File: src/pfc_pwm_pkg.sv
// shared constants and types for the dual-slope pwm timer
package pfc_pwm_pkg;
  // ****************************************
  // register map (byte addresses)
  // ****************************************
  localparam logic [7:0] OFS_CTRL = 8'h00;    // mode, prescaler, outputs
  localparam logic [7:0] OFS_COUNT = 8'h04;   // counter value, read only
  localparam logic [7:0] OFS_CMP_A = 8'h08;   // compare a buffer
  localparam logic [7:0] OFS_CMP_B = 8'h0C;   // compare b buffer
  localparam logic [7:0] OFS_CAPTOP = 8'h10;  // capture-top register
  localparam logic [7:0] OFS_STATUS = 8'h14;  // sticky flags, write one clears
  localparam logic [7:0] OFS_MASK = 8'h18;    // interrupt mask
  // ****************************************
  // field positions and reset values
  // ****************************************
  localparam int CTRL_W = 13;                 // used control bits
  localparam logic [12:0] CTRL_RST = 13'h0000;
  localparam logic [15:0] CMP_RST = 16'h0000;
  localparam logic [15:0] CAPTOP_RST = 16'h0000;
  localparam logic [3:0] FLAGS_RST = 4'h0;
  localparam int ST_OVF = 0;                  // overflow_flag
  localparam int ST_CAP = 1;                  // capture_flag
  localparam int ST_MA = 2;                   // compare_match_flag a
  localparam int ST_MB = 3;                   // compare_match_flag b
  // ****************************************
  // mode encodings
  // ****************************************
  localparam logic [3:0] WM_PFC_CAPTOP = 4'h8; // top from capture-top
  localparam logic [3:0] WM_PFC_CMPA = 4'h9;   // top from compare a
  localparam logic [1:0] OM_OFF = 2'h0;
  localparam logic [1:0] OM_TOGGLE = 2'h1;
  localparam logic [1:0] OM_NONINV = 2'h2;
  localparam logic [1:0] OM_INV = 2'h3;
  localparam logic [2:0] CS_STOP = 3'h0;
  localparam logic [2:0] CS_DIV1 = 3'h1;
  localparam logic [2:0] CS_DIV8 = 3'h2;
  localparam logic [2:0] CS_DIV64 = 3'h3;
  localparam logic [2:0] CS_DIV256 = 3'h4;
  localparam logic [2:0] CS_DIV1024 = 3'h5;
  localparam logic [9:0] MASK_DIV8 = 10'h007;  // low bits all ones ends a span
  localparam logic [9:0] MASK_DIV64 = 10'h03F;
  localparam logic [9:0] MASK_DIV256 = 10'h0FF;
  localparam logic [9:0] MASK_DIV1024 = 10'h3FF;
  // ****************************************
  // carriers
  // ****************************************
  typedef struct packed {
    logic [1:0] pin_direction_bit;  // [12:11] b, a
    logic [1:0] output_mode_sel_b;  // [10:9]
    logic [1:0] output_mode_sel_a;  // [8:7]
    logic [2:0] clock_sel;          // [6:4]
    logic [3:0] waveform_mode_sel;  // [3:0]
  } ctrl_t;
  typedef struct packed {
    logic [7:0] paddr;
    logic pwrite;
    logic [31:0] pwdata;
  } apb_req_t;
endpackage

File: src/pfc_pwm_timer.sv
// dual-slope phase and frequency correct pwm timer with apb registers
//
// The placing of the registers and the APB interface to the registers were chosen for this implementation.
`timescale 1ns/1ps
module pfc_pwm_timer #(
  parameter int W = 16  // counter width
) (
  input wire logic CLOCK_I,
  input wire logic RST_B_I,
  input wire logic PSEL_I,
  input wire logic PENABLE_I,
  input wire logic PWRITE_I,
  input wire logic [7:0] PADDR_I,
  input wire logic [31:0] PWDATA_I,
  output logic [31:0] PRDATA_O,
  output logic PREADY_O,
  output logic PSLVERR_O,
  output logic IRQ_O,
  output logic PWM_A_O,
  output logic PWM_A_OE_O,
  output logic PWM_B_O,
  output logic PWM_B_OE_O
);
  // ****************************************
  // bus decode
  // ****************************************
  pfc_pwm_pkg::apb_req_t req;   // bundled request
  pfc_pwm_pkg::ctrl_t ctrl;     // control register
  logic [W-1:0] capture_top_reg;
  logic [3:0] flags;            // sticky status
  logic [3:0] irq_mask;
  logic [31:0] next_rdata;
  logic next_slverr;
  wire setup = PSEL_I & ~PENABLE_I;     // read data is latched here
  wire wr_go = PSEL_I & PENABLE_I & PWRITE_I;
  wire hit_ctrl = req.paddr == pfc_pwm_pkg::OFS_CTRL;
  wire hit_count = req.paddr == pfc_pwm_pkg::OFS_COUNT;
  wire hit_cmpa = req.paddr == pfc_pwm_pkg::OFS_CMP_A;
  wire hit_cmpb = req.paddr == pfc_pwm_pkg::OFS_CMP_B;
  wire hit_cap = req.paddr == pfc_pwm_pkg::OFS_CAPTOP;
  wire hit_stat = req.paddr == pfc_pwm_pkg::OFS_STATUS;
  wire hit_mask = req.paddr == pfc_pwm_pkg::OFS_MASK;
  wire hit_any = hit_ctrl | hit_count | hit_cmpa | hit_cmpb | hit_cap | hit_stat | hit_mask;
  assign req = '{paddr: PADDR_I, pwrite: PWRITE_I, pwdata: PWDATA_I};
  // zero wait states: every access completes in its first access cycle
  assign PREADY_O = 1'b1;

  // ****************************************
  // prescaler
  // ****************************************
  logic [9:0] pre_cnt;          // free-running divider
  logic tick;                   // timer_tick
  wire [2:0] cs = ctrl.clock_sel;
  // a span ends when its low bits are all ones
  assign tick =
    (cs == pfc_pwm_pkg::CS_DIV1) ? 1'b1 :
    (cs == pfc_pwm_pkg::CS_DIV8) ? &(pre_cnt | ~pfc_pwm_pkg::MASK_DIV8) :
    (cs == pfc_pwm_pkg::CS_DIV64) ? &(pre_cnt | ~pfc_pwm_pkg::MASK_DIV64) :
    (cs == pfc_pwm_pkg::CS_DIV256) ? &(pre_cnt | ~pfc_pwm_pkg::MASK_DIV256) :
    (cs == pfc_pwm_pkg::CS_DIV1024) ? &(pre_cnt | ~pfc_pwm_pkg::MASK_DIV1024) :
    1'b0;
  // divider keeps running; changing the divide ratio may cut one span short
  always_ff @(posedge CLOCK_I or negedge RST_B_I) begin
    if (!RST_B_I) pre_cnt <= 10'h000;
    else pre_cnt <= pre_cnt + 10'h001;
  end

  // ****************************************
  // counter and slope
  // ****************************************
  logic [W-1:0] counter_value;
  logic [W-1:0] next_counter;
  logic dir_up;                 // rising slope
  logic next_dir_up;
  logic [W-1:0] top_value;
  logic [W-1:0] cmp_a_active;
  logic [W-1:0] cmp_b_active;
  logic [W-1:0] cmp_a_buf;
  logic [W-1:0] cmp_b_buf;
  logic match_a;
  logic match_b;
  logic level_a;
  logic level_b;
  wire [3:0] wm = ctrl.waveform_mode_sel;
  wire mode_cap = wm == pfc_pwm_pkg::WM_PFC_CAPTOP;
  wire mode_cmpa = wm == pfc_pwm_pkg::WM_PFC_CMPA;
  wire running = mode_cap | mode_cmpa;
  wire step = tick & running;
  assign top_value = mode_cap ? capture_top_reg : cmp_a_active;
  wire at_zero = counter_value == '0;
  wire past_top = counter_value >= top_value;
  // a top below the count still reverses rather than wrapping
  wire top_evt = step & dir_up & past_top;
  wire bottom_evt = step & ~dir_up & at_zero;
  // at bottom the match counts as rising, at top as falling, so
  // a non-inverting compare at zero holds low and one at top holds high
  wire going_up = at_zero | (dir_up & ~past_top);
  assign next_counter =
    ~step ? counter_value :
    (dir_up & past_top) ? counter_value - 1'b1 :
    (~dir_up & ~at_zero) ? counter_value - 1'b1 :
    counter_value + 1'b1;
  assign next_dir_up =
    top_evt ? 1'b0 :
    bottom_evt ? 1'b1 :
    dir_up;
  // reset in the falling state so the first tick is a bottom and loads
  always_ff @(posedge CLOCK_I or negedge RST_B_I) begin
    if (!RST_B_I) begin
      counter_value <= '0;
      dir_up <= 1'b0;
    end else begin
      counter_value <= next_counter;
      dir_up <= next_dir_up;
    end
  end

  // ****************************************
  // compare channels
  // ****************************************
  pfc_channel #(.W(W)) u_chan_a (
    .clk_i(CLOCK_I),
    .rst_b_i(RST_B_I),
    .tick_i(tick),
    .pwm_mode_i(running),
    .buf_we_i(wr_go & hit_cmpa),
    .buf_data_i(req.pwdata[W-1:0]),
    .load_i(bottom_evt),
    .count_i(counter_value),
    .going_up_i(going_up),
    .out_mode_i(ctrl.output_mode_sel_a),
    .toggle_ok_i(mode_cmpa),
    .active_o(cmp_a_active),
    .buffer_o(cmp_a_buf),
    .match_o(match_a),
    .level_o(level_a)
  );
  pfc_channel #(.W(W)) u_chan_b (
    .clk_i(CLOCK_I),
    .rst_b_i(RST_B_I),
    .tick_i(tick),
    .pwm_mode_i(running),
    .buf_we_i(wr_go & hit_cmpb),
    .buf_data_i(req.pwdata[W-1:0]),
    .load_i(bottom_evt),
    .count_i(counter_value),
    .going_up_i(going_up),
    .out_mode_i(ctrl.output_mode_sel_b),
    .toggle_ok_i(1'b0),
    .active_o(cmp_b_active),
    .buffer_o(cmp_b_buf),
    .match_o(match_b),
    .level_o(level_b)
  );

  // ****************************************
  // pins
  // ****************************************
  // a channel in normal port mode or an input pin is not driven
  assign PWM_A_OE_O = ctrl.pin_direction_bit[0] &
    (ctrl.output_mode_sel_a != pfc_pwm_pkg::OM_OFF);
  assign PWM_B_OE_O = ctrl.pin_direction_bit[1] &
    (ctrl.output_mode_sel_b != pfc_pwm_pkg::OM_OFF);
  assign PWM_A_O = level_a;
  assign PWM_B_O = level_b;

  // ****************************************
  // flags and interrupt
  // ****************************************
  logic [3:0] events;
  logic [3:0] next_flags;
  assign events[pfc_pwm_pkg::ST_OVF] = bottom_evt;
  assign events[pfc_pwm_pkg::ST_CAP] = top_evt & mode_cap;
  assign events[pfc_pwm_pkg::ST_MA] = match_a | (top_evt & mode_cmpa);
  assign events[pfc_pwm_pkg::ST_MB] = match_b;
  wire [3:0] clr = (wr_go & hit_stat) ? req.pwdata[3:0] : 4'h0;
  // an event in the clearing cycle survives the clear
  assign next_flags = (flags & ~clr) | events;
  assign IRQ_O = |(flags & irq_mask);
  always_ff @(posedge CLOCK_I or negedge RST_B_I) begin
    if (!RST_B_I) flags <= pfc_pwm_pkg::FLAGS_RST;
    else flags <= next_flags;
  end

  // ****************************************
  // register writes
  // ****************************************
  always_ff @(posedge CLOCK_I or negedge RST_B_I) begin
    if (!RST_B_I) begin
      ctrl <= pfc_pwm_pkg::CTRL_RST;
      capture_top_reg <= pfc_pwm_pkg::CAPTOP_RST;
      irq_mask <= 4'h0;
    end else if (wr_go) begin
      if (hit_ctrl) ctrl <= req.pwdata[pfc_pwm_pkg::CTRL_W-1:0];
      // capture-top is single buffered: a change lands at once
      if (hit_cap) capture_top_reg <= req.pwdata[W-1:0];
      if (hit_mask) irq_mask <= req.pwdata[3:0];
    end
  end

  // ****************************************
  // read path
  // ****************************************
  // compare locations read back the buffer, the value last written
  assign next_rdata =
    hit_ctrl ? {19'h00000, ctrl} :
    hit_count ? 32'(counter_value) :
    hit_cmpa ? 32'(cmp_a_buf) :
    hit_cmpb ? 32'(cmp_b_buf) :
    hit_cap ? 32'(capture_top_reg) :
    hit_stat ? {28'h0000000, flags} :
    hit_mask ? {28'h0000000, irq_mask} :
    32'h00000000;
  assign next_slverr = ~hit_any;
  // latched in setup, so data and error stand through the access cycle
  always_ff @(posedge CLOCK_I or negedge RST_B_I) begin
    if (!RST_B_I) begin
      PRDATA_O <= 32'h00000000;
      PSLVERR_O <= 1'b0;
    end else if (setup) begin
      PRDATA_O <= req.pwrite ? 32'h00000000 : next_rdata;
      PSLVERR_O <= next_slverr;
    end
  end

  // ****************************************
  // checks
  // ****************************************
  AST_IDLE_OUTSIDE_MODE: assert property (@(posedge CLOCK_I) disable iff (!RST_B_I)
    !running |=> counter_value == $past(counter_value))
    else $error("counter moved outside the pwm modes");
  AST_RISE_STEP: assert property (@(posedge CLOCK_I) disable iff (!RST_B_I)
    step && dir_up && !past_top |=> counter_value == $past(counter_value) + 1'b1)
    else $error("rising slope did not step by one");
  AST_TOP_TURN: assert property (@(posedge CLOCK_I) disable iff (!RST_B_I)
    top_evt |=> !dir_up && counter_value == $past(counter_value) - 1'b1)
    else $error("counter did not turn at top");
  AST_TICK_ONLY: assert property (@(posedge CLOCK_I) disable iff (!RST_B_I)
    !tick |=> $stable(counter_value) && $stable(dir_up))
    else $error("counter changed without a tick");
  AST_TOP_ONE_TICK: assert property (@(posedge CLOCK_I) disable iff (!RST_B_I)
    step && dir_up && counter_value + 1'b1 == top_value
    |=> counter_value == $past(top_value) && dir_up)
    else $error("counter did not land on top with the rising slope");
  AST_BOTTOM_LOAD: assert property (@(posedge CLOCK_I) disable iff (!RST_B_I)
    bottom_evt |=> cmp_b_active == $past(cmp_b_buf) && flags[pfc_pwm_pkg::ST_OVF])
    else $error("bottom did not load compare or set overflow");
  AST_BOTTOM_REVERSE: assert property (@(posedge CLOCK_I) disable iff (!RST_B_I)
    bottom_evt |=> dir_up && counter_value == 1)
    else $error("bottom did not restart the rising slope");
  AST_MATCH_FLAG: assert property (@(posedge CLOCK_I) disable iff (!RST_B_I)
    step && counter_value == cmp_b_active |=> flags[pfc_pwm_pkg::ST_MB])
    else $error("compare b match flag not set");
  AST_CAPTOP_FLAG: assert property (@(posedge CLOCK_I) disable iff (!RST_B_I)
    top_evt && mode_cap |=> flags[pfc_pwm_pkg::ST_CAP])
    else $error("capture flag not set at top");
  AST_PIN_GATED: assert property (@(posedge CLOCK_I) disable iff (!RST_B_I)
    !ctrl.pin_direction_bit[0] |-> !PWM_A_OE_O)
    else $error("pin a driven while set as input");
  AST_DIV8: assert property (@(posedge CLOCK_I) disable iff (!RST_B_I)
    cs == pfc_pwm_pkg::CS_DIV8 && tick |=> !tick [*7])
    else $error("divide by eight tick spacing wrong");
  COV_TOP: cover property (@(posedge CLOCK_I) top_evt);
  COV_BOTTOM: cover property (@(posedge CLOCK_I) bottom_evt ##[1:12] bottom_evt);
  COV_MATCH_A: cover property (@(posedge CLOCK_I) match_a && going_up);
  COV_IRQ: cover property (@(posedge CLOCK_I) $rose(IRQ_O));
endmodule

File: src/pfc_channel.sv
// one compare channel: buffered compare value, match detect, output level
`timescale 1ns/1ps
module pfc_channel #(
  parameter int W = 16
) (
  input wire logic clk_i,
  input wire logic rst_b_i,
  input wire logic tick_i,            // timer tick enable
  input wire logic pwm_mode_i,        // dual-slope mode active
  input wire logic buf_we_i,          // software write to buffer
  input wire logic [W-1:0] buf_data_i,
  input wire logic load_i,            // bottom reached this tick
  input wire logic [W-1:0] count_i,
  input wire logic going_up_i,        // effective slope for outputs
  input wire logic [1:0] out_mode_i,
  input wire logic toggle_ok_i,       // toggle allowed on this channel
  output logic [W-1:0] active_o,
  output logic [W-1:0] buffer_o,
  output logic match_o,               // one-cycle match event
  output logic level_o                // compare_output
);
  // ****************************************
  // match and next values
  // ****************************************
  logic [W-1:0] next_active;
  logic next_level;
  assign match_o = tick_i & pwm_mode_i & (count_i == active_o);
  // in the pwm modes the active copy moves only at bottom, so both slopes see one value
  assign next_active = (load_i | ~pwm_mode_i) ? buffer_o : active_o;
  // non-inverting clears rising, sets falling; inverting the reverse
  assign next_level =
    ~match_o ? level_o :
    (out_mode_i == pfc_pwm_pkg::OM_NONINV) ? ~going_up_i :
    (out_mode_i == pfc_pwm_pkg::OM_INV) ? going_up_i :
    (out_mode_i == pfc_pwm_pkg::OM_TOGGLE && toggle_ok_i) ? ~level_o :
    level_o;
  // ****************************************
  // registers
  // ****************************************
  // software lands in the buffer only
  always_ff @(posedge clk_i or negedge rst_b_i) begin
    if (!rst_b_i) begin
      buffer_o <= '0;
      active_o <= '0;
      level_o <= 1'b0;
    end else begin
      if (buf_we_i) buffer_o <= buf_data_i;
      active_o <= next_active;
      level_o <= next_level;
    end
  end
  // ****************************************
  // checks
  // ****************************************
  AST_NONINV_UP_CLEARS: assert property (@(posedge clk_i) disable iff (!rst_b_i)
    match_o && going_up_i && out_mode_i == pfc_pwm_pkg::OM_NONINV |=> !level_o)
    else $error("non-inverting match on rise did not clear output");
  AST_INV_DOWN_CLEARS: assert property (@(posedge clk_i) disable iff (!rst_b_i)
    match_o && !going_up_i && out_mode_i == pfc_pwm_pkg::OM_INV |=> !level_o)
    else $error("inverting match on fall did not clear output");
  AST_BUFFER_ONLY: assert property (@(posedge clk_i) disable iff (!rst_b_i)
    buf_we_i && pwm_mode_i && !load_i |=> active_o == $past(active_o))
    else $error("write reached the active compare value directly");
endmodule

File: config.mk
export PLATFORM = sky130hd
export DESIGN_NAME = pfc_pwm_timer
export DESIGN_NICKNAME = d
export VERILOG_FILES = /design/src/pfc_pwm_pkg.sv /design/src/pfc_pwm_timer.sv /design/src/pfc_channel.sv
export SDC_FILE = /design/constraint.sdc
export NUM_CORES = 1
export LEC_CHECK = 0
export BUFFER_PORTS_ARGS = -buffer_cell sky130_fd_sc_hd__buf_2
export CAP_MARGIN = 20
export CORE_MARGIN = 4
export CORE_UTILIZATION = 45
export CTS_CLUSTER_SIZE = 12
export DETAILED_ROUTE_END_ITERATION = 6
export SYNTH_ARGS = -nofsm -noshare
export SYNTH_HDL_FRONTEND = slang
export SYNTH_HIERARCHICAL = 1
export SYNTH_SLANG_ARGS = --single-unit
File: constraint.sdc
create_clock -name CLOCK_I -period 7.52 [get_ports CLOCK_I]
set_input_delay 0.752 -clock CLOCK_I [delete_from_list [all_inputs] [get_ports CLOCK_I]]
set_output_delay 0.752 -clock CLOCK_I [all_outputs]
set_load 0.1 [all_outputs]
### Word-level counts from Yosys, hierarchy flattened

Index checks and enable logic that the tools add are counted.

* add/subtract/negate cells: 3
* order comparisons: 1
* equality and inequality tests: 20
* mux-type cells: 24
* bitwise operators: 42
* reduce and logical (&&, ||, !) cells: 18

Operator list (number)
* $mux W16: 9
* $eq A16 B16 Y1: 2
* $eq A8 B5 Y1 const B: 3
* $and A1 B1 Y1: 20
* $add A16 B1 Y16 const B: 1
* $eq A8 B4 Y1 const B: 2
* $ge A16 B16 Y1: 1
* $logic_not A16 Y1: 1
* $sub A16 B1 Y16 const B: 1
* $mux W1: 12
* $mux W4: 3
* $add A10 B1 Y10 const B: 1
* $or A1 B1 Y1: 10
* $reduce_and A10 Y1: 1
* $reduce_and A2 Y1: 5
* $and A4 B4 Y4: 2
* $eq A2 B2 Y1 const B: 4
* $eq A4 B4 Y1 const B: 2
* $eq A8 B3 Y1 const B: 1
* $logic_not A8 Y1: 1
* $not A1 Y1: 8
* $reduce_and A8 Y1: 1
* $reduce_bool A2 Y1: 4
* $eq A3 B2 Y1 const B: 2
* other kinds (10): 11

* register bits after elaboration: 163
* input bits: 45
* output and inout bits: 39
* word-level logic and storage cells: 127

### Depth between registers and ports, before layout

Gate-level depths: netlist (run 1).

* depth after elaboration: 12
* mapped depth: 15
* depth with buffers taken out: 14

### Hierarchy

Netlist (run 1), hierarchy kept.

Modules (own cells, without submodules)
* pfc_pwm_timer: times used 1, cells each 505, area an instance 5046.1 um2, sequential area each 2026.9 um2
* pfc_channel: times used 2, cells each 100, area an instance 1431.4 um2, sequential area each 825.8 um2

### Worst setup path before layout (run 1)

OpenSTA, ideal clock, no wires.

* path type: register -> register
* from: register ctrl, in the netlist wm[2]
* to: register counter_value[11]
* library setup time: 79 ps
* data arrival time: 3471 ps
* data required time: 7441 ps
* setup slack: 3970 ps
* stages on the path, launching flop included: 14
* buffers on the path: 2
* clock period less this slack: 3550 ps
* path through: dfrtp_1 or3b_1 nor2_1 buf_2 mux2i_1 ha_1 nor4_1 o211ai_1 a41oi_1 and3_1 clkbuf_1 or2_2 mux2i_1 xor2_1

* longest elaborated chain between the ends: 5
* elaborated cells between the ends (all ways): 8
* classes of those cells: order compare (1); eq/ne (2); mux (2); bitwise (3)

RTL lines
* from (decl): RTL line pfc_pwm_timer.sv:28 `pfc_pwm_pkg::ctrl_t ctrl;`
* from (signal assigned): RTL line pfc_pwm_timer.sv:190 `ctrl <= pfc_pwm_pkg::CTRL_RST;`
* from (signal assigned): RTL line pfc_pwm_timer.sv:194 `if (hit_ctrl) ctrl <= req.pwdata[pfc_pwm_pkg::CTRL_W-1:0];`
* $eq A4 B4 Y1: RTL line pfc_pwm_timer.sv:85 `wire mode_cap = wm == pfc_pwm_pkg::WM_PFC_CAPTOP;`
* $mux W16: RTL line pfc_pwm_timer.sv:89 `assign top_value = mode_cap ? capture_top_reg : cmp_a_active;`
* $ge A16 B16 Y1: RTL line pfc_pwm_timer.sv:91 `wire past_top = counter_value >= top_value;`
* $and A1 B1 Y1: RTL line pfc_pwm_timer.sv:100 `(dir_up & past_top) ? counter_value - 1'b1 :`
* $mux W16: RTL line pfc_pwm_timer.sv:100
* to (signal assigned): RTL line pfc_pwm_timer.sv:113 `counter_value <= next_counter;`
* to (decl): RTL line pfc_pwm_timer.sv:71 `logic [W-1:0] counter_value;`

Several ways; a longest one is shown, not always the timed one.
A chain may end at the register's enable or synchronous reset.

### Final worst setup path (run 1)

* from: register ctrl, in the netlist wm[2]
* to: register counter_value[15]

The elaborated chain is that of the path after synthesis.

==> key figures, run 1 <==
Run status
  – Outcome: finished, final reports clean

Detailed routing
  – Number of routed nets with antenna violations: 0
  – Routed wire per std cell: 21.69 microns
  – Iter 0 DRT Violations: 508
  – Vias/cell: 5.908
  – Remaining DRCs: 0
  – Number of iterations in the first detailed-routing pass: 5
  – DRT Wirelength: 21370 microns
  – Vias after detailed routing: 5819

Floorplan
  – Effective utilization at floorplan: 45.88%
  – Area of the placeable core: 0.01724 sq mm
  – Number of cell rows: 48
  – Die footprint: 0.01976 sq mm
  – Height of the chip: 140.6 microns
  – I/O pin count: 84
  – Die Wd: 140.6 microns

Placement
  – Buffers on Ports: 50
  – Placed cells: 955
  – Post-place setup slack: 3512 ps
  – Final GP Congestion: 0.8828
  – DP HPWL: 15500 microns
  – Post-DP Area: 0.008290 sq mm

Setup path
  – Critical register-to-register path startpoint: wm[2]$_DFFE_PN0P_
  – CP Max Fanout: 17
  – Critical-path top delay cell: sky130_fd_sc_hd__or3b_1
  – Critical Path AT: 4370 ps
  – Worst R2R End: counter_value[15]$_DFFE_PN0N_
  – Element type at the critical path end: flip-flop
  – Crit path cell chain: or3b_1 -> nor2_2 -> buf_4 -> mux2i_1 -> ha_1 -> nor4_1 -> o211ai_1 -> a41oi_1 -> and3_1 -> o21a_1 -> a41oi_1 -> xnor2_1
  – WP data required: 7820 ps
  – Category of the critical setup timing path: reg2reg
  – Cells on worst reg2reg path: 12
  – Critical path launch point type: flip-flop
  – R2R Setup Slk: 3450 ps
  – Most used cell along the critical path: sky130_fd_sc_hd__a41oi_1
  – Crit. Startpoint: wm[2]$_DFFE_PN0P_
  – Largest incremental delay on the critical path: 500 ps
  – Endpoint of the worst setup timing path: counter_value[15]$_DFFE_PN0N_

Power
  – IR Drop Worst-Case VDD: 0.1498 mV
  – Static leakage power: 4.406 nW
  – Overall Power: 1.790 mW
  – Pwr Density: 201.5 mW/mm^2

Clock tree
  – Number of clock sinks seen by CTS: 147
  – Clock Pin Slew Worst Setup and Hold Paths: 60 ps
  – Master cell of the clock root buffer: sky130_fd_sc_hd__clkbuf_16
  – Count of instances resized after the clock tree is built: 0
  – TritonCTS buffer count: 17
  – CTS tree: done
  – Post-CTS setup buffer count: 0
  – Post-CTS Hold Buffers: 0
  – Number of buffers on the longest clock path: 2
  – Clk_lat worst skew: 430 ps
  – H-tree level count: 4

Logic synthesis
  – Synthesized netlist cell count: 705
  – Count of flip-flops with a built-in enable after synthesis: 0
  – Asr flop ratio synth: 100.0%
  – Post-synthesis cell area: 0.007909 sq mm
  – Post-synthesis cell type with the largest combined area: sky130_fd_sc_hd__dfrtp_1
  – Number of library cell types mapped by synthesis: 62
  – Top flip-flop cell by instance count after synthesis: sky130_fd_sc_hd__dfrtp_1
  – Post-synthesis share of cell area spent on xor and xnor gates: 6.312%
  – Fraction of the mapped netlist area in adder cells: 3.164%
  – Cells taking the most area after synthesis: sky130_fd_sc_hd__dfrtp_1 47%, sky130_fd_sc_hd__mux2_2 13%, sky130_fd_sc_hd__xor2_1 3.8%, sky130_fd_sc_hd__ha_1 3.2%, sky130_fd_sc_hd__mux2i_1 2.8%
  – Area fraction of the dominant cell type after synthesis: 46.51%
  – Sequential share of the synthesized area: 46.51%
  – Combinational family with the most area after synthesis: multiplexers
  – Synth warn: 6
  – Post-synthesis simple-gate area fraction: 12.75%
  – Mux contribution to synthesized area: 17.35%
  – Post-synthesis compound-gate area fraction: 9.903%
  – Register bit count reported by yosys: 147
  – Per-instance average area after synthesis: 11.22 sq um

STA
  – Fmax: 245.9 MHz
  – Final-layout worst hold slack: 318.1 ps
  – Worst-case headroom to the max-slew limit: 26.92%
  – Setup tns final: 0 ps
  – Share of the clock period used by the worst path: 54.07%
  – Hold violation count in the final report: 0
  – Final setup vio count: 0
  – Final worst path period need: 4066 ps
  – Setup repair after global routing missed its margin: false
  – Setup Skew: 12.09 ps
  – Slew of the pin with the lowest slew margin: 1094 ps
  – Count of pins over their slew limit: 0
  – Final worst setup slack: 3454 ps

Layout
  – Layout cells sized above 1: 26.18%
  – Relative area change from synthesis to final layout: 12.29%
  – Post-route cell area: 0.008881 sq mm
  – Diode count: 0
  – Final layout net count: 814
  – Fin cells: 985
  – Core occupancy in the finished layout: 51.52%

GRT
  – Number of antenna violations at the first check in global routing: 0
  – Maximum number of pins on one net before global-route repair: 76
  – First-pass GRT wire length: 33910 microns
  – Grt total ovfl: 0
  – Total GRT Usage: 22.32%
  – Vias in the first global route: 5867

Job
  – Number of max-capacitance violations reported: 0

Worst hold path
  – Path class of the lowest-slack min-delay path: in2async
[worst min-delay path by stage]
stage	startpoint	to	slack (ps)	depth (start not counted)
after global routing	RST_B_I	pre_cnt[5]$_DFF_PN0_	380	1
after detailed placement	pre_cnt[0]$_DFF_PN0_	pre_cnt[0]$_DFF_PN0_	440	1
after global placement	pre_cnt[0]$_DFF_PN0_	pre_cnt[0]$_DFF_PN0_	440	1
after CTS	RST_B_I	pre_cnt[5]$_DFF_PN0_	350	1
after floorplan	pre_cnt[0]$_DFF_PN0_	pre_cnt[0]$_DFF_PN0_	420	1
final	RST_B_I	pre_cnt[5]$_DFF_PN0_	320	1
[where the power goes]
group          internal (mW)  switching (mW)  total, mW
combinational         0.0275          0.0959      0.123
sequential             0.800         0.00869      0.809
clock                  0.533           0.324      0.857
[kinds of logic after synthesis]
| group | count (synthesis) |
|---|---|
| AND/OR/NAND/NOR | 191 |
| flip-flops | 147 |
| multiplexers | 121 |
| AO/OA/AOI/OAI | 110 |
| XOR/XNOR | 57 |
| buffers and inverters | 57 |
| adder cells (fa/ha/maj) | 20 |
| other | 2 |
[synth_stat cells, types with 10 or more instances]
| cell | n |
|---|---|
| sky130_fd_sc_hd__buf_2 | 10 |
| sky130_fd_sc_hd__nand2_1 | 56 |
| sky130_fd_sc_hd__nand2b_1 | 13 |
| sky130_fd_sc_hd__ha_1 | 20 |
| sky130_fd_sc_hd__mux2i_1 | 22 |
| sky130_fd_sc_hd__a22oi_1 | 21 |
| sky130_fd_sc_hd__xor2_1 | 34 |
| sky130_fd_sc_hd__mux2_2 | 89 |
| sky130_fd_sc_hd__o21ai_0 | 26 |
| sky130_fd_sc_hd__clkbuf_1 | 19 |
| sky130_fd_sc_hd__nor2_1 | 29 |
| sky130_fd_sc_hd__nor4_1 | 12 |
| sky130_fd_sc_hd__buf_4 | 18 |
| sky130_fd_sc_hd__a221oi_1 | 13 |
| sky130_fd_sc_hd__dfrtp_1 | 147 |
| sky130_fd_sc_hd__a21oi_1 | 10 |
| sky130_fd_sc_hd__xnor2_1 | 23 |
| sky130_fd_sc_hd__mux2_4 | 10 |
| sky130_fd_sc_hd__nand3_1 | 15 |
| sky130_fd_sc_hd__nor3_1 | 18 |
[final cells by class]
type	instances	area [sq um]
well taps	225	281.5
fillers	1527	8356
repair buffers	58	316.6
flip-flops and latches	147	3679
clock buffers	20	456.7
clock inverters	10	133.9
multi-input cells	518	3988
inverters	7	26.28
[layout by cell type (no fill, tap or decap), drive strengths merged, types with 19 or more instances in the layout]
cell / count
nor2: 29
buf: 58
nand2: 56
conb: 19
mux2: 99
clkbuf: 20
a22oi: 21
mux2i: 22
dfrtp: 147
xnor2: 23
o21ai: 27
xor2: 34
ha: 20
[worst max-delay path: cells and delay by family (launching register included)]
family	cells	cell delay [ps]
compound gates	4	1150
xor+xnor	1	170
fa+ha+maj	1	220
buf+inv	1	330
flops	1	400
mux	1	160
simple gates	4	1510
[per-layer routing]
metal	track usage [%]	part of all wire (%)	vias up
li1	-	-	2614
met4	7.700	2.8	0
met5	0	0	-
met3	4.003	6.2	45
met2	34.43	46	218
met1	31.92	45	2942
No activity file was read; power rests on OpenSTA's default activity.
==> inputs of run 2 (changes only) <==
==> constraint.sdc (replaced) <==
create_clock -name CLOCK_I -period 4.1 [get_ports CLOCK_I]
set_input_delay 0.41 -clock CLOCK_I [delete_from_list [all_inputs] [get_ports CLOCK_I]]
set_output_delay 0.41 -clock CLOCK_I [all_outputs]
set_load 0.1 [all_outputs]
==> run 2 against run 1 <==
Net effect: utilization grew 0.41 points; critical path type unchanged; power grew 79%; critical path depth is the same; clock power grew 75%; register-to-register slack lost 3200 ps; sequential power grew 83%; via count shrank 0.53%; fmax grew 6.9%; clock-buffer cell count is the same; critical endpoint is now counter_value[8]$_DFFE_PN0N_; combinational power grew 85%; routed wire length grew 0.18%.
==> key figures, run 2 (synthesis results as in run 1) <==
Run status
  – Outcome: finished, final reports clean (unchanged)

Clock tree
  – TritonCTS buffer count: 17 (unchanged)
  – CTS tree: done (unchanged)
  – Master cell of the clock root buffer: sky130_fd_sc_hd__clkbuf_16 (unchanged)
  – Clk_lat worst skew: 430 ps (about the same)
  – Number of buffers on the longest clock path: 2 (unchanged)
  – Count of instances resized after the clock tree is built: 0 (unchanged)
  – Post-CTS setup buffer count: 0 (unchanged)
  – Clock Pin Slew Worst Setup and Hold Paths: 60 ps (about the same)
  – Post-CTS Hold Buffers: 0 (unchanged)
  – H-tree level count: 4 (unchanged)
  – Number of clock sinks seen by CTS: 147 (unchanged)

STA
  – Hold violation count in the final report: 0 (unchanged)
  – Fmax: 262.9 MHz (was 245.9 MHz)
  – Final setup vio count: 0 (unchanged)
  – Setup repair after global routing missed its margin: false (unchanged)
  – Final worst setup slack: 296.0 ps (was 3454 ps)
  – Setup Skew: 7.635 ps (was 12.09 ps)
  – Count of pins over their slew limit: 0 (unchanged)
  – Slew of the pin with the lowest slew margin: 933.0 ps (was 1094 ps)
  – Share of the clock period used by the worst path: 92.78% (was 54.07%)
  – Worst-case headroom to the max-slew limit: 37.80% (was 26.92%)
  – Final worst path period need: 3804 ps (was 4066 ps)
  – Final-layout worst hold slack: 23.76 ps (was 318.1 ps)
  – Setup tns final: 0 ps (unchanged)

Layout
  – Leading cell type in the layout, fill and taps excluded: sky130_fd_sc_hd__dfrtp_1 (unchanged)
  – Diode count: 0 (unchanged)
  – Count of fill cells added during filler insertion: 1557 (was 1527)
  – Commonest non-fill, non-tap cells in the layout: 147 x sky130_fd_sc_hd__dfrtp_1, 89 x sky130_fd_sc_hd__mux2_2, 56 x sky130_fd_sc_hd__nand2_1 (unchanged)
  – Layout cells sized above 1: 27.55% (was 26.18%)
  – Final layout net count: 826 (was 814)
  – Relative area change from synthesis to final layout: 13.19% (was 12.29%)

GRT
  – Grt total ovfl: 0 (unchanged)
  – First-pass GRT wire length: 33400 microns (was 33910 microns)
  – Maximum number of pins on one net before global-route repair: 84 (was 76)
  – Total GRT Usage: 22.11% (was 22.32%)
  – Number of antenna violations at the first check in global routing: 0 (unchanged)
  – Vias in the first global route: 5787 (was 5867)

Setup path
  – Cells on worst reg2reg path: 12 (unchanged)
  – R2R Setup Slk: 300 ps (was 3450 ps)
  – WP data required: 4390 ps (was 7820 ps)
  – Endpoint of the worst setup timing path: counter_value[8]$_DFFE_PN0N_ (was counter_value[15]$_DFFE_PN0N_)
  – Critical register-to-register path startpoint: wm[2]$_DFFE_PN0P_ (unchanged)
  – Category of the critical setup timing path: reg2reg (unchanged)
  – Worst R2R End: counter_value[8]$_DFFE_PN0N_ (was counter_value[15]$_DFFE_PN0N_)
  – Crit. Startpoint: wm[2]$_DFFE_PN0P_ (unchanged)
  – CP Max Fanout: 9 (was 17)
  – Element type at the critical path end: flip-flop (unchanged)
  – Critical path launch point type: flip-flop (unchanged)
  – Critical Path AT: 4100 ps (was 4370 ps)

Detailed routing
  – Number of routed nets with antenna violations: 0 (unchanged)
  – Remaining DRCs: 0 (unchanged)
  – Number of iterations in the first detailed-routing pass: 5 (unchanged)
  – Vias/cell: 5.800 (was 5.908)
  – DRT Wirelength: 21400 microns (was 21370 microns)
  – Vias after detailed routing: 5788 (was 5819)
  – Routed wire per std cell: 21.45 microns (was 21.69 microns)
  – Iter 0 DRT Violations: 368 (was 508)

Placement
  – Post-place setup slack: 361.9 ps (was 3512 ps)
  – DP HPWL: 15710 microns (was 15500 microns)
  – Buffers on Ports: 50 (unchanged)
  – Final GP Congestion: 0.9006 (was 0.8828)

Worst hold path
  – Path class of the lowest-slack min-delay path: in2async (unchanged)

Floorplan
  – Number of cell rows: 48 (unchanged)
  – Die Wd: 140.6 microns (unchanged)
  – Effective utilization at floorplan: 45.88% (unchanged)
  – Height of the chip: 140.6 microns (unchanged)
  – Die footprint: 0.01976 sq mm (unchanged)
  – Area of the placeable core: 0.01724 sq mm (unchanged)
  – I/O pin count: 84 (unchanged)

Power
  – Pwr Density: 358.7 mW/mm^2 (was 201.5 mW/mm^2)
  – Static leakage power: 4.451 nW (was 4.406 nW)
  – IR Drop Worst-Case VDD: 0.2895 mV (was 0.1498 mV)

Job
  – Number of max-capacitance violations reported: 0 (unchanged)
==> run 2: cell count changes in the layout (fill, tap and decap cells not counted) <==
cell and delta:
sky130_fd_sc_hd__clkbuf_8 +1, sky130_fd_sc_hd__clkinv_4 +2, sky130_fd_sc_hd__bufinv_16 -2, sky130_fd_sc_hd__clkbuf_1 -1
sky130_fd_sc_hd__inv_6 +1, sky130_fd_sc_hd__buf_4 +12, sky130_fd_sc_hd__clkinvlp_4 +2, sky130_fd_sc_hd__clkinv_2 -2
==> run 2: per-layer routing <==
| layer | up-vias | global-route usage [%] | share of wire (%) |
|---|---|---|---|
| li1 | 2641 | - | - |
| met1 | 2926 | 31.39 | 46 |
| met2 | 183 | 34.17 | 46 |
| met3 | 38 | 3.799 | 5.4 |
| met4 | 0 | 8.261 | 2.8 |
| met5 | - | 0 | 0 |
==> run 2: cell type report <==
class / count / area, sq um / share of cell area, %
Inverter: 7 / 26.28 / 0.2935
Clock inverter: 11 / 105.1 / 1.174
Tap cell: 225 / 281.5 / 3.145
Timing Repair Buffer: 70 / 406.6 / 4.542
Clock buffer: 20 / 466.7 / 5.213
Multi-Input combinational cell: 518 / 3988 / 44.54
Sequential cell: 147 / 3679 / 41.09
==> run 2: worst min path at each step <==
stage	startpoint	to	slack [ps]	cells past startpoint
after CTS	RST_B_I	pre_cnt[3]$_DFF_PN0_	60	1
after floorplan	RST_B_I	PRDATA_O[0]$_DFFE_PN0P_	110	0
final	RST_B_I	pre_cnt[3]$_DFF_PN0_	20	1
after detailed placement	pre_cnt[0]$_DFF_PN0_	pre_cnt[0]$_DFF_PN0_	450	1
after global placement	pre_cnt[0]$_DFF_PN0_	pre_cnt[0]$_DFF_PN0_	440	1
after global routing	RST_B_I	pre_cnt[3]$_DFF_PN0_	100	1
==> run 2: worst max-delay path, cell delays in order (launching register included) <==
cell and delay [ps]:
sky130_fd_sc_hd__dfrtp_1 400, sky130_fd_sc_hd__or3b_1 510, sky130_fd_sc_hd__nor2_2 200, sky130_fd_sc_hd__buf_4 230, sky130_fd_sc_hd__mux2i_1 110, sky130_fd_sc_hd__ha_1 200, sky130_fd_sc_hd__nor4_1 370, sky130_fd_sc_hd__o211ai_1 180
sky130_fd_sc_hd__a41oi_1 380, sky130_fd_sc_hd__and3_1 350, sky130_fd_sc_hd__o21a_1 350, sky130_fd_sc_hd__a41oi_1 200, sky130_fd_sc_hd__xnor2_1 170
==> run 2: stage by stage <==
step	cells	cell area, sq um	util, %	power (mW)
after global placement	967	8381	48.62	1.732
after floorplan	722	7973	-	1.666
after detailed placement	967	8381	48.62	1.737
after global routing	998	8952	51.94	3.331
after CTS	998	8952	51.94	3.241
final	998	8952	51.94	3.211
==> run 2: power breakdown <==
part	internal (mW)	switching, mW
Sequential	1.47	0.0157
Clock	0.881	0.621
Combinational	0.0515	0.175
==> inputs of run 3 (changes only) <==
--- a/config.mk
+++ b/config.mk
@@ -7,10 +7,13 @@
 export LEC_CHECK = 0
 export BUFFER_PORTS_ARGS = -buffer_cell sky130_fd_sc_hd__buf_2
 export CAP_MARGIN = 20
+export CELL_PAD_IN_SITES_DETAIL_PLACEMENT = 1
+export CELL_PAD_IN_SITES_GLOBAL_PLACEMENT = 1
 export CORE_MARGIN = 4
 export CORE_UTILIZATION = 45
 export CTS_CLUSTER_SIZE = 12
 export DETAILED_ROUTE_END_ITERATION = 6
+export PLACE_DENSITY_LB_ADDON = 0.1
 export SYNTH_ARGS = -nofsm -noshare
 export SYNTH_HDL_FRONTEND = slang
 export SYNTH_HIERARCHICAL = 1
==> run 3 against run 2 <==
Net effect: fmax up 1.4%; clock skew up 1.5 ps; worst hold slack better by 25 ps; critical path type unchanged; worst setup slack better by 51 ps; sequential share of layout area down 0.057 points; global-route usage up 2.3 points; via count up 1.6%; combinational power up 2%; die area unchanged.
==> key figures, run 3 (synthesis results as in run 1) <==
Setup path
  – Critical path launch point type: flip-flop (unchanged)
  – Crit. Startpoint: wm[2]$_DFFE_PN0P_ (unchanged)
  – Worst R2R End: counter_value[15]$_DFFE_PN0N_ (was counter_value[8]$_DFFE_PN0N_)
  – CP Max Fanout: 9 (unchanged)
  – Number of cells on the critical path: 11 (was 12)
  – Critical register-to-register path startpoint: wm[2]$_DFFE_PN0P_ (unchanged)
  – Most used cell along the critical path: sky130_fd_sc_hd__a41oi_1 (unchanged)
  – Category of the critical setup timing path: reg2reg (unchanged)
  – Largest incremental delay on the critical path: 490 ps (was 510 ps)
  – Cells on worst reg2reg path: 11 (was 12)
  – Critical Path AT: 4050 ps (was 4100 ps)
  – Top delay family on crit path: simple AND/OR/NAND/NOR gates (unchanged)
  – Endpoint of the worst setup timing path: counter_value[15]$_DFFE_PN0N_ (was counter_value[8]$_DFFE_PN0N_)
  – Crit path cell chain: or3b_1 -> nor2_2 -> mux2_2 -> ha_1 -> nor3b_1 -> o211ai_1 -> a41oi_1 -> and3_1 -> o21a_1 -> a41oi_1 -> xnor2_1 (was or3b_1 -> nor2_2 -> buf_4 -> mux2i_1 -> ha_1 -> nor4_1 -> o211ai_1 -> a41oi_1 -> and3_1 -> o21a_1 -> a41oi_1 -> xnor2_1)
  – Element type at the critical path end: flip-flop (unchanged)
  – R2R Setup Slk: 350 ps (was 300 ps)
  – Critical-path top delay cell: sky130_fd_sc_hd__or3b_1 (unchanged)
  – Sum of buffers and inverters on the critical path: 0 (was 1)
  – WP data required: 4390 ps (about the same)

STA
  – Setup tns final: 0 ps (unchanged)
  – Setup repair after global routing missed its margin: false (unchanged)
  – Final worst setup slack: 347.4 ps (was 296.0 ps)
  – Setup Skew: 9.112 ps (was 7.635 ps)
  – Fmax: 266.5 MHz (was 262.9 MHz)
  – Hold violation count in the final report: 0 (unchanged)
  – Final setup vio count: 0 (unchanged)
  – Final worst path period need: 3753 ps (was 3804 ps)
  – Count of pins over their slew limit: 0 (unchanged)
  – Share of the clock period used by the worst path: 91.53% (was 92.78%)
  – Slew of the pin with the lowest slew margin: 1081 ps (was 933.0 ps)
  – Worst-case headroom to the max-slew limit: 27.94% (was 37.80%)

Floorplan
  – Number of cell rows: 48 (unchanged)
  – I/O pin count: 84 (unchanged)
  – Height of the chip: 140.6 microns (unchanged)
  – Die footprint: 0.01976 sq mm (unchanged)
  – Effective utilization at floorplan: 45.88% (unchanged)
  – Area of the placeable core: 0.01724 sq mm (unchanged)
  – Die Wd: 140.6 microns (unchanged)

Detailed routing
  – Remaining DRCs: 0 (unchanged)
  – Number of iterations in the first detailed-routing pass: 5 (unchanged)
  – Vias/cell: 5.892 (was 5.800)
  – Number of routed nets with antenna violations: 0 (unchanged)
  – Vias after detailed routing: 5880 (was 5788)
  – DRT Wirelength: 23500 microns (was 21400 microns)
  – Iter 0 DRT Violations: 429 (was 368)
  – Routed wire per std cell: 23.55 microns (was 21.45 microns)

Worst hold path
  – Path class of the lowest-slack min-delay path: in2async (unchanged)

GRT
  – Number of antenna violations at the first check in global routing: 0 (unchanged)
  – Grt total ovfl: 0 (unchanged)
  – Vias in the first global route: 6338 (was 5787)
  – Maximum number of pins on one net before global-route repair: 94 (was 84)
  – Total GRT Usage: 24.45% (was 22.11%)
  – First-pass GRT wire length: 37160 microns (was 33400 microns)

Layout
  – Layout cells sized above 1: 27.43% (was 27.55%)
  – Leading cell type in the layout, fill and taps excluded: sky130_fd_sc_hd__dfrtp_1 (unchanged)
  – Core occupancy in the finished layout: 52.01% (was 51.94%)
  – Final layout net count: 825 (was 826)
  – Diode count: 0 (unchanged)
  – Relative area change from synthesis to final layout: 13.35% (was 13.19%)
  – Commonest non-fill, non-tap cells in the layout: 147 x sky130_fd_sc_hd__dfrtp_1, 89 x sky130_fd_sc_hd__mux2_2, 56 x sky130_fd_sc_hd__nand2_1 (unchanged)

Job
  – Number of max-capacitance violations reported: 0 (unchanged)

Clock tree
  – H-tree level count: 4 (unchanged)
  – Post-CTS Hold Buffers: 0 (unchanged)
  – Count of instances resized after the clock tree is built: 0 (unchanged)
  – TritonCTS buffer count: 17 (unchanged)
  – Clock Pin Slew Worst Setup and Hold Paths: 60 ps (about the same)
  – Number of clock sinks seen by CTS: 147 (unchanged)
  – Number of buffers on the longest clock path: 2 (unchanged)
  – Clk_lat worst skew: 430 ps (about the same)
  – Master cell of the clock root buffer: sky130_fd_sc_hd__clkbuf_16 (unchanged)
  – Post-CTS setup buffer count: 0 (unchanged)
  – CTS tree: done (unchanged)

Placement
  – Final GP Congestion: 0.8634 (was 0.9006)
  – DP HPWL: 16770 microns (was 15710 microns)
  – Buffers on Ports: 50 (unchanged)
  – Post-place setup slack: 397.5 ps (was 361.9 ps)

Power
  – Pwr Density: 365.1 mW/mm^2 (was 358.7 mW/mm^2)
  – IR Drop Worst-Case VDD: 0.2670 mV (was 0.2895 mV)
  – Static leakage power: 4.461 nW (was 4.451 nW)
  – Overall Power: 3.273 mW (was 3.211 mW)

Run status
  – Outcome: finished, final reports clean (unchanged)
## run 3: cell count changes in the layout (fill, tap and decap cells not counted), sizes merged
cell,change
clkbuf,-2
bufinv,+1
buf,-1
clkinvlp,-2
inv,+4
## run 3: layout make-up
cell class | count | area [sq um]
clock buffer | 18 | 429.2
tap | 225 | 281.5
inverter | 7 | 26.28
multi-input combinational | 518 | 3988
timing repair buffer | 69 | 411.6
clock inverter | 14 | 150.1
fill | 1867 | 8272
sequential | 147 | 3679
## run 3: how the worst min path moves through the flow
stage	start	endpoint	slack [ps]	cells past startpoint
final	RST_B_I	pre_cnt[3]$_DFF_PN0_	50	1
after global routing	RST_B_I	pre_cnt[3]$_DFF_PN0_	140	1
after CTS	RST_B_I	PRDATA_O[6]$_DFFE_PN0P_	100	1
after detailed placement	pre_cnt[5]$_DFF_PN0_	pre_cnt[5]$_DFF_PN0_	460	1
after global placement	pre_cnt[0]$_DFF_PN0_	pre_cnt[0]$_DFF_PN0_	440	1
after floorplan	RST_B_I	PRDATA_O[0]$_DFFE_PN0P_	110	0
## run 3: per-stage QoR
step	area, sq um	instances	hold slack (ps)
after floorplan	7973	722	114.4
after global placement	8386	966	438.1
after detailed placement	8386	966	462.3
after CTS	8965	998	97.91
after global routing	8965	998	143.2
final	8965	998	49.14
## run 3: routing by layer
metal | up-vias | GRT usage, % | share of wire, %
met3 | 37 | 4.512 | 4.2
met2 | 162 | 41.13 | 50
met5 | - | 0 | 0
li1 | 2631 | - | -
met4 | 0 | 6.629 | 1.9
met1 | 3050 | 32.65 | 44
## run 3: power by group
part | internal, mW | switching (mW) | leakage, nW
Clock | 0.904 | 0.655 | 0.283
Sequential | 1.47 | 0.0168 | 2.03
Combinational | 0.0520 | 0.179 | 2.15
## run 3: worst reg2reg max path, stage by stage, from the launching register on
cell                       delay (ps)
sky130_fd_sc_hd__dfrtp_1          400
sky130_fd_sc_hd__or3b_1           490
sky130_fd_sc_hd__nor2_2           240
sky130_fd_sc_hd__mux2_2           370
sky130_fd_sc_hd__ha_1             280
sky130_fd_sc_hd__nor3b_1          180
sky130_fd_sc_hd__o211ai_1         160
sky130_fd_sc_hd__a41oi_1          360
sky130_fd_sc_hd__and3_1           380
sky130_fd_sc_hd__o21a_1           380
sky130_fd_sc_hd__a41oi_1          210
sky130_fd_sc_hd__xnor2_1          170
